File: src/nca_defs.svh
// nca_defs.svh: offsets, field positions and reset values for the nibble alu
// assumes inclusion by bare name from the package and the design file
`ifndef NCA_DEFS_SVH
`define NCA_DEFS_SVH

// table word split
`define NCA_ROM_D_MSB 9
`define NCA_ROM_D_LSB 8
`define NCA_ROM_B_MSB 7
`define NCA_ROM_B_LSB 4
`define NCA_ROM_A_MSB 3
`define NCA_ROM_A_LSB 0

// widths
`define NCA_NIB_W 4
`define NCA_PAGE_W 6
`define NCA_DREG_W 3
`define NCA_ROM_W 10
`define NCA_ROM_ADDR_W 13

// largest page operand on the larger program memory
`define NCA_PAGE_MAX_DEF 63

// reset values
`define NCA_ACC_RST 4'h0
`define NCA_B_RST 4'h0
`define NCA_D_RST 3'h0
`define NCA_CARRY_RST 1'b0

`endif

File: src/nca_pkg.sv
// nca_pkg.sv: types shared by the nibble alu and its sequencer
// assumes nca_defs.svh is on the include path
`include "nca_defs.svh"

package nca_pkg;

  typedef enum logic [4:0] {
    NCA_OP_NOP  = 5'b00000,
    NCA_OP_LDI  = 5'b00001,
    NCA_OP_TBR  = 5'b00010,
    NCA_OP_ADDM = 5'b00011,
    NCA_OP_ADDC = 5'b00100,
    NCA_OP_ADDI = 5'b00101,
    NCA_OP_AND  = 5'b00110,
    NCA_OP_OR   = 5'b00111,
    NCA_OP_SETC = 5'b01000,
    NCA_OP_CLRC = 5'b01001,
    NCA_OP_TSTC = 5'b01010,
    NCA_OP_CPL  = 5'b01011,
    NCA_OP_ROR  = 5'b01100,
    NCA_OP_BSET = 5'b01101,
    NCA_OP_BCLR = 5'b01110,
    NCA_OP_BTST = 5'b01111,
    NCA_OP_CMPM = 5'b10000,
    NCA_OP_CMPI = 5'b10001
  } nca_op_t;

  typedef enum logic [0:0] {
    NCA_ST_IDLE = 1'b0,
    NCA_ST_ROM  = 1'b1
  } nca_state_t;

  typedef struct packed {
    nca_op_t op;
    logic [`NCA_NIB_W-1:0] imm;
    logic [`NCA_PAGE_W-1:0] page;
  } nca_instr_t;

endpackage

File: src/nca_alu.sv
// nca_alu.sv: accumulator, carry, table-read and memory-bit execution unit
// assumes a sequencer that offers one instruction per handshake and a data
// memory that presents the pointed nibble combinationally on mem_rdata_in
//
// Operation
// - load immediate writes operand; later loads of a back-to-back run are skipped
// - table read: word bits 9-8 to D, 7-4 to B, 3-0 to accumulator
// - table address is page, then D low three bits, then accumulator
// - table read holds one return-stack level while it runs
// - add memory sums accumulator and nibble, carry untouched
// - add with carry sums accumulator, nibble, carry; carry out kept
// - add immediate keeps carry; skips next unless sum overflows
// - and combines accumulator with pointed nibble
// - or combines accumulator with pointed nibble
// - set carry forces one, clear carry forces zero
// - carry test skips next when carry is zero
// - complement inverts the accumulator
// - rotate shifts accumulator right one place through carry
// - bit set forces indexed nibble bit to one
// - bit clear forces indexed nibble bit to zero
// - bit test skips next when indexed bit is zero
// - memory compare skips next when accumulator equals nibble
// - immediate compare skips next when accumulator equals operand
`timescale 1ns/1ns
`include "nca_defs.svh"

module nca_alu
  import nca_pkg::*;
#(
  parameter int PAGE_MAX = `NCA_PAGE_MAX_DEF
) (
  // clock and reset
  input wire logic clk_in,
  input wire logic arst_n_in,
  // instruction from the sequencer
  input wire logic instr_valid_in,
  input wire nca_instr_t instr_in,
  output logic instr_ready_out,
  // pointed data memory nibble
  input wire logic [`NCA_NIB_W-1:0] mem_rdata_in,
  output logic mem_we_out,
  output logic [`NCA_NIB_W-1:0] mem_wdata_out,
  // program memory table port
  output logic rom_rd_out,
  output logic [`NCA_ROM_ADDR_W-1:0] rom_addr_out,
  input wire logic rom_valid_in,
  input wire logic [`NCA_ROM_W-1:0] rom_data_in,
  // return stack accounting
  input wire logic stack_full_in,
  output logic stack_claim_out,
  // architectural state
  output logic [`NCA_NIB_W-1:0] acc_out,
  output logic carry_flag_out,
  output logic [`NCA_NIB_W-1:0] b_reg_out,
  output logic [`NCA_DREG_W-1:0] d_reg_out,
  output logic skip_out,
  // faults
  output logic page_err_out,
  output logic stack_ovf_out
);

  // refused at elaboration: the page operand is six bits wide
  if (PAGE_MAX < 0 || PAGE_MAX > 63) begin : g_page_chk
    $error("PAGE_MAX must fit a six bit page operand");
  end

  localparam logic [`NCA_PAGE_W-1:0] PAGE_LIM = PAGE_MAX[`NCA_PAGE_W-1:0];

  ////////////////////////////////////////////////////////////////////////////
  // state
  nca_state_t state_q;
  logic [`NCA_NIB_W-1:0] acc_q;
  logic [`NCA_NIB_W-1:0] b_q;
  logic [`NCA_DREG_W-1:0] d_q;
  logic carry_q;
  logic skip_q;
  logic ldi_run_q;
  logic mem_we_q;
  logic [`NCA_NIB_W-1:0] mem_wdata_q;
  logic rom_rd_q;
  logic [`NCA_ROM_ADDR_W-1:0] rom_addr_q;
  logic page_err_q;
  logic stack_ovf_q;

  ////////////////////////////////////////////////////////////////////////////
  // decode and datapath
  logic take;
  logic exec;
  logic ldi_suppr;
  nca_op_t op;
  logic [`NCA_NIB_W-1:0] imm;
  logic [`NCA_NIB_W:0] sum_m;
  logic [`NCA_NIB_W:0] sum_c;
  logic [`NCA_NIB_W:0] sum_i;
  logic [1:0] bit_idx;
  logic [`NCA_NIB_W-1:0] bit_mask;
  logic skip_cond;
  logic tbr_start;
  logic tbr_page_bad;

  assign op = instr_in.op;
  assign imm = instr_in.imm;
  assign instr_ready_out = (state_q == NCA_ST_IDLE);
  assign take = instr_valid_in && instr_ready_out;
  assign ldi_suppr = ldi_run_q && (op == NCA_OP_LDI);
  assign exec = take && !skip_q && !ldi_suppr;
  assign sum_m = {1'b0, acc_q} + {1'b0, mem_rdata_in};
  assign sum_c = {1'b0, acc_q} + {1'b0, mem_rdata_in} + {4'h0, carry_q};
  assign sum_i = {1'b0, acc_q} + {1'b0, imm};
  assign bit_idx = imm[1:0];
  assign bit_mask = 4'h1 << bit_idx;
  assign tbr_page_bad = instr_in.page > PAGE_LIM;
  assign tbr_start = exec && (op == NCA_OP_TBR) && !tbr_page_bad && !stack_full_in;

  always_comb begin
    case (op)
      NCA_OP_ADDI: skip_cond = !sum_i[`NCA_NIB_W];
      NCA_OP_TSTC: skip_cond = !carry_q;
      NCA_OP_BTST: skip_cond = !(|(mem_rdata_in & bit_mask));
      NCA_OP_CMPM: skip_cond = (acc_q == mem_rdata_in);
      NCA_OP_CMPI: skip_cond = (acc_q == imm);
      default: skip_cond = 1'b0;
    endcase
  end

  ////////////////////////////////////////////////////////////////////////////
  // table read sequencing
  always_ff @(posedge clk_in or negedge arst_n_in) begin
    if (!arst_n_in) begin
      state_q <= NCA_ST_IDLE;
      rom_rd_q <= 1'b0;
      rom_addr_q <= '0;
    end else begin
      case (state_q)
        NCA_ST_IDLE: begin
          if (tbr_start) begin
            state_q <= NCA_ST_ROM;
            rom_rd_q <= 1'b1;
            rom_addr_q <= {instr_in.page, d_q, acc_q};
          end
        end
        NCA_ST_ROM: begin
          if (rom_valid_in) begin
            state_q <= NCA_ST_IDLE;
            rom_rd_q <= 1'b0;
          end
        end
        default: begin
          state_q <= NCA_ST_IDLE;
          rom_rd_q <= 1'b0;
        end
      endcase
    end
  end

  // the claimed level stays held until the word has landed
  assign stack_claim_out = (state_q == NCA_ST_ROM);

  // refused table reads leave acc, carry, b and d untouched, close any load run and raise a pulse
  always_ff @(posedge clk_in or negedge arst_n_in) begin
    if (!arst_n_in) begin
      page_err_q <= 1'b0;
      stack_ovf_q <= 1'b0;
    end else begin
      page_err_q <= exec && (op == NCA_OP_TBR) && tbr_page_bad;
      stack_ovf_q <= exec && (op == NCA_OP_TBR) && !tbr_page_bad && stack_full_in;
    end
  end

  ////////////////////////////////////////////////////////////////////////////
  // accumulator
  always_ff @(posedge clk_in or negedge arst_n_in) begin
    if (!arst_n_in) begin
      acc_q <= `NCA_ACC_RST;
    end else if (state_q == NCA_ST_ROM && rom_valid_in) begin
      acc_q <= rom_data_in[`NCA_ROM_A_MSB:`NCA_ROM_A_LSB];
    end else if (exec) begin
      case (op)
        NCA_OP_LDI: acc_q <= imm;
        NCA_OP_ADDM: acc_q <= sum_m[`NCA_NIB_W-1:0];
        NCA_OP_ADDC: acc_q <= sum_c[`NCA_NIB_W-1:0];
        NCA_OP_ADDI: acc_q <= sum_i[`NCA_NIB_W-1:0];
        NCA_OP_AND: acc_q <= acc_q & mem_rdata_in;
        NCA_OP_OR: acc_q <= acc_q | mem_rdata_in;
        NCA_OP_CPL: acc_q <= ~acc_q;
        NCA_OP_ROR: acc_q <= {carry_q, acc_q[`NCA_NIB_W-1:1]};
        default: acc_q <= acc_q;
      endcase
    end
  end

  ////////////////////////////////////////////////////////////////////////////
  // carry flag
  always_ff @(posedge clk_in or negedge arst_n_in) begin
    if (!arst_n_in) begin
      carry_q <= `NCA_CARRY_RST;
    end else if (exec) begin
      case (op)
        NCA_OP_ADDC: carry_q <= sum_c[`NCA_NIB_W];
        NCA_OP_SETC: carry_q <= 1'b1;
        NCA_OP_CLRC: carry_q <= 1'b0;
        NCA_OP_ROR: carry_q <= acc_q[0];
        default: carry_q <= carry_q;
      endcase
    end
  end

  ////////////////////////////////////////////////////////////////////////////
  // b and d registers, loaded only by the table read
  always_ff @(posedge clk_in or negedge arst_n_in) begin
    if (!arst_n_in) begin
      b_q <= `NCA_B_RST;
      d_q <= `NCA_D_RST;
    end else if (state_q == NCA_ST_ROM && rom_valid_in) begin
      b_q <= rom_data_in[`NCA_ROM_B_MSB:`NCA_ROM_B_LSB];
      d_q <= {1'b0, rom_data_in[`NCA_ROM_D_MSB:`NCA_ROM_D_LSB]};
    end
  end

  ////////////////////////////////////////////////////////////////////////////
  // data memory bit writes, one cycle after the instruction
  always_ff @(posedge clk_in or negedge arst_n_in) begin
    if (!arst_n_in) begin
      mem_we_q <= 1'b0;
      mem_wdata_q <= '0;
    end else begin
      mem_we_q <= exec && (op == NCA_OP_BSET || op == NCA_OP_BCLR);
      if (exec && op == NCA_OP_BSET) begin
        mem_wdata_q <= mem_rdata_in | bit_mask;
      end else if (exec && op == NCA_OP_BCLR) begin
        mem_wdata_q <= mem_rdata_in & ~bit_mask;
      end
    end
  end

  ////////////////////////////////////////////////////////////////////////////
  // skip status and load run tracking
  always_ff @(posedge clk_in or negedge arst_n_in) begin
    if (!arst_n_in) begin
      skip_q <= 1'b0;
    end else if (take) begin
      // a skipped slot never arms a new skip
      skip_q <= exec && skip_cond;
    end
  end

  // a run stays open across suppressed loads, so only its first one counts
  always_ff @(posedge clk_in or negedge arst_n_in) begin
    if (!arst_n_in) begin
      ldi_run_q <= 1'b0;
    end else if (take) begin
      ldi_run_q <= (op == NCA_OP_LDI);
    end
  end

  ////////////////////////////////////////////////////////////////////////////
  // outputs
  assign mem_we_out = mem_we_q;
  assign mem_wdata_out = mem_wdata_q;
  assign rom_rd_out = rom_rd_q;
  assign rom_addr_out = rom_addr_q;
  assign acc_out = acc_q;
  assign carry_flag_out = carry_q;
  assign b_reg_out = b_q;
  assign d_reg_out = d_q;
  assign skip_out = skip_q;
  assign page_err_out = page_err_q;
  assign stack_ovf_out = stack_ovf_q;
endmodule

File: config.mk
export PLATFORM = sky130hd
export DESIGN_NAME = nca_alu
export DESIGN_NICKNAME = d
export VERILOG_FILES = /design/src/nca_pkg.sv /design/src/nca_alu.sv
export VERILOG_INCLUDE_DIRS = /design/src
export SDC_FILE = /design/constraint.sdc
export NUM_CORES = 1
export LEC_CHECK = 0
export CAP_MARGIN = 20
export CORE_MARGIN = 5
export CORE_UTILIZATION = 53
export DETAILED_ROUTE_END_ITERATION = 6
export DONT_BUFFER_PORTS = 1
export PLACE_DENSITY = 0.74
export SLEW_MARGIN = 20
export SYNTH_ARGS = -nofsm -noshare
export SYNTH_HDL_FRONTEND = slang
export SYNTH_SLANG_ARGS = --single-unit
File: constraint.sdc
create_clock -name clk_in -period 4.51 [get_ports clk_in]
set_input_delay 0.2255 -clock clk_in [delete_from_list [all_inputs] [get_ports clk_in]]
set_output_delay 0.2255 -clock clk_in [all_outputs]
set_load 0.02 [all_outputs]
Word-level counts from Yosys, hierarchy flattened
Cells that the tools add are included.
{ "totals": {"wordCells": 91, "ff_bits": 34, "in_bits": 34, "output_inout_bits": 36} }
{ "classes": {"addsub": 3, "shifts": 1, "n_eq_ne": 21, "reduce_logical": 31, "n_lt_le_gt_ge": 1, "mux": 13, "bitwise_logic": 8} }
{ "ops": {"columns": ["op", "n"], "rows": [
  ["$eq A5 B4 Y1 const B", 8],
  ["$pmux W4 S8", 1],
  ["$eq A5 B3 Y1 const B", 4],
  ["$mux W4", 4],
  ["$logic_and A1 B1 Y1", 14],
  ["$and A4 B4 Y4", 3],
  ["$add A4 B4 Y5", 2],
  ["$eq A5 B2 Y1 const B", 2],
  ["$eq A5 B5 Y1 const B", 2],
  ["$reduce_bool A9 Y1", 1],
  ["$eq A4 B4 Y1", 2],
  ["$not A4 Y4", 2],
  ["$or A4 B4 Y4", 2],
  ["$reduce_and A2 Y1", 4],
  ["$logic_not A1 Y1", 7],
  ["$gt A6 B6 Y1 const B", 1],
  ["$add A5 B1 Y5", 1],
  ["$eq A5 B1 Y1 const B", 1],
  ["$pmux W1 S5", 1],
  ["$mux W1", 4],
  ["$pmux W1 S2", 2],
  ["$pmux W1 S4", 1],
  ["$reduce_bool A2 Y1", 2],
  ["$reduce_bool A4 Y1", 1],
  ["other kinds (6)", 6]
]} }

Depth between registers and ports, before layout
Gate-level depths: netlist of run 1.
{ "depth": {"ltp_word": 9, "depth_mapped": 10} }

Least setup slack after synthesis of run 1
OpenSTA, ideal clock, no wires.
{ "synth_path": {"kind": "reg2reg", "from": "reg acc_q[0] (netlist: acc_out[0])", "to": "reg acc_q[2] (netlist: acc_out[2])", "required_time_ps": 4379, "arrival_ps": 2044, "setup_time_ps": 131, "path_buffers": 0, "stages_incl_launch_ff": 11, "synth_period_minus_slack_ps": 2174, "path_slack_ps": 2336, "path_cell_list": "dfrtp_1 > ha_1 > inv_1 > fa_1 > inv_1 > ha_1 > xor2_1 > nand2_1 > nand4_1 > a31oi_1 > o31ai_1"} }
{ "synth_via": {"elab_chain_cells": 5, "word_cells_on_any_way": 6, "classes_between": "add/sub (3); mux (3)"} }
{ "synth_rtl": {"columns": ["item", "line_no", "source"], "rows": [
  ["start, declared", "nca_alu.sv:72", "logic [`NCA_NIB_W-1:0] acc_q;"],
  ["start signal, assigned", "nca_alu.sv:174", "acc_q <= `NCA_ACC_RST;"],
  ["start signal, assigned", "nca_alu.sv:176", "acc_q <= rom_data_in[`NCA_ROM_A_MSB:`NCA_ROM_A_LSB];"],
  ["start signal, assigned", "nca_alu.sv:179", "NCA_OP_LDI: acc_q <= imm;"],
  ["$add A4 B4 Y5", "nca_alu.sv:108", "assign sum_c = {1'b0, acc_q} + {1'b0, mem_rdata_in} + {4'h0, carry_q};"],
  ["$add A5 B1 Y5", "nca_alu.sv:108", null],
  ["$pmux W4 S8 (*)", "nca_alu.sv:178", "case (op)"],
  ["$mux W4 (*)", "nca_alu.sv:177", "end else if (exec) begin"],
  ["$mux W4 (*)", "nca_alu.sv:175", "end else if (state_q == NCA_ST_ROM && rom_valid_in) begin"]
]} }
Mark *: on every way between the ends. The rest lies on a longest branch, timed or not. The select of a mux whose other input is x is not followed.
A chain may end at the register's enable or synchronous reset.

Worst setup path in the final report of run 1
{ "layout_path": {"from": "reg acc_q[2] (netlist: acc_out[2])", "to": "reg acc_q[3] (netlist: acc_out[3])"} }
Same word-level chain as after synthesis.

==> metrics, run 1 <==
run status=complete, no violations; Total Wirelength=6700 microns; I/O pin count=70; Std-Cell Rows=25; clock input transition at the sequential cells of the worst setup and hold paths=0.07 ns; Die Area=6280 sq um; Syn. warnings=0; Setup Skew=0.00540 ns; global router's overall resource usage=21.7%; Pwr per Cell Area=374 nW/um^2; peak fanout along the critical path=8; number of search-and-repair iterations in the first detailed-routing pass=4; final-layout setup total negative slack=0 ns; Async S/R FF share, synth=100%; Logic pwr share=27.8%; Die Y=79.3 microns; filler-free cell count of the finished design=between 300 and 400; number of buffers added by the clock tree synthesis step=5; startpoint class of the critical path=flop; number of distinct library cell variants in the gate-level netlist after synthesis=63; part of the power in registers=49.1%; deepest level of the CTS H-tree=2; clock tree from TritonCTS=yes; static power due to leakage=1.16 nW; portion of total power attributed to the clock network=a little under a quarter; Final Net Count=roughly 310; first-pass GRT wire length=10600 microns; Clock Root Buffer=clkbuf_8; GR Util met3=7.82%; cell area after technology mapping=2540 sq um; Worst-Skew Late Latency=~0.28 ns; starting density of the core=54.2%; portion of the post-synthesis area used by sequential elements=around 33%; floorplan core area=between 4000 and 5000 sq um; Place WS=~2.0 ns; Worst VDD drop=roughly 0.28 mV; setup-violating endpoint count in the final report=0; routed via count divided by cell count=around 6.3; Placed Cells=308; vias in the first global route=between 2000 and 2500; area added between synthesis and finish=3.84%; setup repair after global routing missed its margin=no; Max-Slew Margin vs Limit=approximately three fifths; Antenna Nets Post-Route=0; primary flip-flop cell chosen by synthesis mapping=dfrtp_1; arrival time at the worst endpoint=2.68 ns; share of the synthesized area in the top cell type=about a third; 1st-iter DRT viols=242; max-capacitance violation count=0; share of cells above drive strength 1=15.5%; endpoint required time on the critical path=4.67 ns; number of synthesized flops with an enable pin=0; library cell occupying the most area in the post-synthesis netlist=dfrtp_1; via count of the routed design=2014; Longest Clk Path Bufs=2; most common cell in the netlist=dfrtp_1; minimum period implied by the final worst setup slack=2.52 ns; antenna diode instance count=0; count of state elements after synthesis=34; DPL Wire Length=roughly 5100 microns; type of the most critical hold path=in2reg; grt peak-use layer=met2; category of the critical setup timing path=reg2reg; sort of element at the end of the critical path=flop; port buffer count=0; top achievable clock speed=0.397 GHz; Core Util, Final=56.3%; residual overflow from global routing=0; Die W=79.3 microns; most used standard cells in the synthesized netlist=dfrtp_1 (34), nand2_1 (21), inv_1 (17); mean instance size in the synthesized netlist=9.59 sq um; number of setup buffers added after CTS=0; slew at the pin closest to its max-slew limit=between 0.5 and 0.6 ns; fraction of power spent switching nets=around two fifths; remaining routing DRC violations=0; total count of max-transition violations in the final report=0; Hold Violations, Final=0; antenna violations before repair=0; minimum setup slack in the final design=1.99 ns; largest net degree at the start of global routing=35; GRT met2 Usage=33.6%; gpl congestion=about 1.0; Final period util=a little under three fifths; switching power of the nets=~0.00038 W; WL per Instance=21.1 microns; number of sinks on the clock net=34; Pint=0.000605 W; cell types occupying the most area after synthesis=dfrtp_1 (33%), ha_1 (6.9%), mux2_2 (6.2%); gate count of the mapped netlist=roughly 270; GR Layer Usage met1=27.8%
## power by group through the flow
stage / Combinational [W] / Sequential [W] / Clock (W)
finish: 0.000275 / 0.000484 / 0.000228
global route: 0.000312 / 0.000491 / 0.000249
CTS: 0.000273 / 0.000484 / 0.000235
detailed placement: 0.000264 / 0.000489 / 0
global placement: 0.000262 / 0.000489 / 0
floorplan: 0.000228 / 0.000467 / 0
## cells in the final DEF, fill, tap and decap left out, types with 3 or more instances in the layout
cell / n
clkbuf_8: 6
mux2i_1: 6
mux2_2: 14
and3_1: 3
a21o_1: 3
o22ai_1: 4
o211ai_1: 5
nand3_1: 7
nor2_1: 15
inv_1: 17
xor2_1: 3
conb_1: 3
ha_1: 14
nand4_1: 3
a211oi_1: 3
a21oi_1: 15
xnor2_1: 8
a31oi_1: 9
nand3b_1: 3
o21ai_0: 14
dfrtp_1: 34
nor3_1: 5
nand2_1: 21
## metal layers
metal,part of all wire (%),wire (microns)
met2,47,3170
met1,42,2790
met3,8.6,578
met5,0,0
met4,2.3,154
## stage by stage
step | instance area (sq um) | hold WS [ns] | power [W]
after floorplan | 2550 | -0.0701 | 0.000695
after global placement | 2520 | -0.0694 | 0.000750
after detailed placement | 2520 | -0.0694 | 0.000753
after CTS | 2640 | 0.0316 | 0.000992
after global routing | 2640 | 0.0329 | 0.00105
final | 2640 | 0.0475 | 0.000986
## flip-flops by register name, indices dropped and copies added, names as in the netlist
register	count
acc_out	4
b_reg_out	4
carry_flag_out	1
d_reg_out	2
ldi_run_q	1
mem_wdata_out	4
mem_we_out	1
page_err_out	1
rom_addr_out	12
rom_rd_out	1
skip_out	1
stack_claim_out	1
stack_ovf_out	1
## layout make-up
cell class,instances,area (sq um)
tap,54,67.6
fill,412,2050
clock inverter,1,5.00
timing repair buffer,2,30.0
clock buffer,7,86.3
inverter,17,63.8
sequential,34,851
multi-input combinational,203,1540
## cell families after synthesis
logic type      count (synthesis)  synth area share [%]
simple gates                   83                  20.7
compound gates                 69                  17.6
flops                          34                  33.5
buf+inv                        30                  6.40
mux                            21                  9.45
fa+ha+maj                      16                  8.46
xor+xnor                       11                  3.79
other cells                     1                 0.147
## worst max-delay path, stage by stage, from the launching register on
cell      delay, ns
dfrtp_1        0.62
inv_1          0.17
ha_1           0.42
nand3_1        0.13
and3_1         0.21
or2_2          0.30
xor2_1         0.16
a211oi_1       0.27
o21ai_1        0.10
## repair_timing
| item | in CTS | in global routing |
|---|---|---|
| resized for setup | 0 | 0 |
| hold buffers | 2 | 0 |
| endpoints found under the hold margin | 34 | 0 |
## path summary, 6_finish.rpt
path | start | end | slack [ns] | cells after the start
max | acc_out[2]$_DFFE_PN0P_ | acc_out[3]$_DFFE_PN0P_ | 1.99 | 8
min | instr_in[14] | mem_we_out$_DFF_PN0_ | 0.05 | 1
max reg2reg | acc_out[2]$_DFFE_PN0P_ | acc_out[3]$_DFFE_PN0P_ | 1.99 | 8
min reg2reg | ldi_run_q$_DFFE_PN0P_ | ldi_run_q$_DFFE_PN0P_ | 0.49 | 2
max in group asynchronous | arst_n_in | acc_out[0]$_DFFE_PN0P_ | 3.94 | 2
min in group asynchronous | arst_n_in | carry_flag_out$_DFFE_PN0P_ | 0.39 | 2
Power figures use the tool's default switching activity.
==> run 2, diff against run 1 <==
PLACE_DENSITY = 0.77   (was 0.74)
clock period = 2.23 ns   (was 4.51 ns; I/O delays follow)
==> run 2 against run 1 <==
  * First-iteration DRC count increased by 15%
  * Sequential share of layout area decreased by 3.0 points
  * Count of clock-buffer cells in the layout decreased by 1
  * Worst setup slack got worse by 1.9 ns
  * Global-route usage increased by 3.5 points
  * Cell count increased by 8.5%
==> metrics, run 2 (synthesized netlist as in run 1, its figures left out) <==
remaining routing DRC violations=0 (unchanged); endpoint required time on the critical path=2.40 ns (-2.27 ns); commonest non-fill, non-tap cells in the layout=dfrtp_1 (34), nand2_1 (21), dlygate4sd3_1 (18), inv_1 (17); final-layout setup total negative slack=0 ns (unchanged); number of buffers added by the clock tree synthesis step=5 (unchanged); area added between synthesis and finish=14.6%; Post-Route Hold Slack=0.0148 ns (-0.0327 ns); share of cells above drive strength 1=18.9% (+3.4 points); static power due to leakage=1.28 nW (+10%); slew at the pin closest to its max-slew limit=0.522 ns (-0.0651 ns); clock input transition at the sequential cells of the worst setup and hold paths=0.07 ns (about the same); Final Net Count=340 (+8.6%); clock tree from TritonCTS=yes; Die Y=79.3 microns (unchanged); via count of the routed design=2256 (+12%); peak fanout along the critical path=3 (-5); DPL Wire Length=5340 microns (+3.8%); antenna diode instance count=0 (unchanged); Die Area=6280 sq um (unchanged); filler-free cell count of the finished design=345 (+8.5%); type of the most critical hold path=in2reg; antenna violations before repair=0 (unchanged); Worst-Skew Late Latency=0.30 ns (+0.02 ns); global router's overall resource usage=25.3% (+3.5 points); deepest level of the CTS H-tree=2 (unchanged); 1st-iter DRT viols=279 (+15%); starting density of the core=54.2% (unchanged); Std-Cell Rows=25 (unchanged); routed via count divided by cell count=6.54 (+3.2%); number of setup buffers added after CTS=0 (unchanged); Pwr per Cell Area=740 nW/um^2 (+98%); Total Wirelength=7640 microns (+14%); Setup Skew=0.00346 ns (-0.00194 ns); Longest Clk Path Bufs=2 (unchanged); WL per Instance=22.1 microns (+5.1%); Placed Cells=318 (+3.2%); Clock Root Buffer=clkbuf_8; run status=complete, no violations; minimum setup slack in the final design=0.0930 ns (-1.90 ns); first-pass GRT wire length=12100 microns (+14%); Hold Violations, Final=0 (unchanged); floorplan core area=4690 sq um (unchanged); Final period util=95.8% (+40 points); max-capacitance violation count=0 (unchanged); category of the critical setup timing path=reg2reg; Max-Slew Margin vs Limit=65.1% (+4.3 points); Place WS=0.0967 ns (-1.92 ns); setup repair after global routing missed its margin=no; vias in the first global route=2284 (+10%); leading cell type in the layout, fill and taps excluded=dfrtp_1; top achievable clock speed=0.468 GHz (+18%); number of search-and-repair iterations in the first detailed-routing pass=4 (unchanged); sort of element at the end of the critical path=flop; overall power consumption=0.00215 W (+120%); startpoint class of the critical path=flop; gpl congestion=1.00 (-3.6%); I/O pin count=70 (unchanged); Worst VDD drop=0.438 mV (+55%); largest net degree at the start of global routing=35 (unchanged); setup-violating endpoint count in the final report=0 (unchanged); number of sinks on the clock net=34 (unchanged); Die W=79.3 microns (unchanged); residual overflow from global routing=0 (unchanged); minimum period implied by the final worst setup slack=2.14 ns (-0.384 ns); port buffer count=0 (unchanged); total count of max-transition violations in the final report=0 (unchanged); Largest register FFs=12 (unchanged); Antenna Nets Post-Route=0 (unchanged); arrival time at the worst endpoint=2.31 ns (-0.37 ns)
## run 2: per-layer routing
layer,global-route usage [%],part of all wire [%],vias to the layer above
met4,9.97,3.2,0
met3,9.18,12,31
met2,39.0,47,137
li1,-,-,1008
met1,32.2,37,1080
met5,0,0,-
## run 2: repair_timing
action	4_1_cts	5_1_grt
gates resized for setup	0	5
endpoints found under the setup margin	0	2
endpoints found under the hold margin	51	0
hold buffers	19	0
## run 2: power breakdown
part / switching, W / internal [W] / leakage, nW
Combinational: 0.000415 / 0.000336 / 0.795
Clock: 0.000245 / 0.000248 / 0.0472
Sequential: 0.000189 / 0.000721 / 0.438
Total: 0.000849 / 0.00131 / 1.28
## run 2: path summary, 6_finish.rpt
kind | startpoint | end | slack (ns) | cells after the start
worst max-delay path | acc_out[0]$_DFFE_PN0P_ | acc_out[2]$_DFFE_PN0P_ | 0.09 | 10
worst min-delay path | rom_data_in[0] | acc_out[0]$_DFFE_PN0P_ | 0.01 | 2
worst max register to register | acc_out[0]$_DFFE_PN0P_ | acc_out[2]$_DFFE_PN0P_ | 0.09 | 10
worst min register to register | ldi_run_q$_DFFE_PN0P_ | ldi_run_q$_DFFE_PN0P_ | 0.51 | 2
max in group asynchronous | arst_n_in | mem_wdata_out[3]$_DFFE_PN0P_ | 1.79 | 2
min in group asynchronous | arst_n_in | rom_addr_out[10]$_DFFE_PN0P_ | 0.27 | 2
## run 2: layout make-up
class	count	area, sq um
clock buffers	6	82.6
clock inverters	2	12.5
fillers	367	1780
inverters	17	63.8
multi-input cells	203	1560
flip-flops and latches	34	851
well taps	54	67.6
repair buffers	29	279
## run 2: metrics by stage
stage          cell area, sq um  util, %
3_3_place_gp               2590     55.3
5_1_grt                    2910     62.1
6_report                   2910     62.1
3_5_place_dp               2590     55.3
4_1_cts                    2890     61.6
2_1_floorplan              2550        -
## run 2: critical path, cell delays in order (launching register included)
cell	delay, ns
dfrtp_1	0.42
ha_4	0.16
inv_1	0.05
fa_1	0.50
inv_1	0.07
ha_2	0.20
xor2_1	0.16
nand2_1	0.08
nand4_1	0.08
a31oi_1	0.19
o31ai_1	0.10
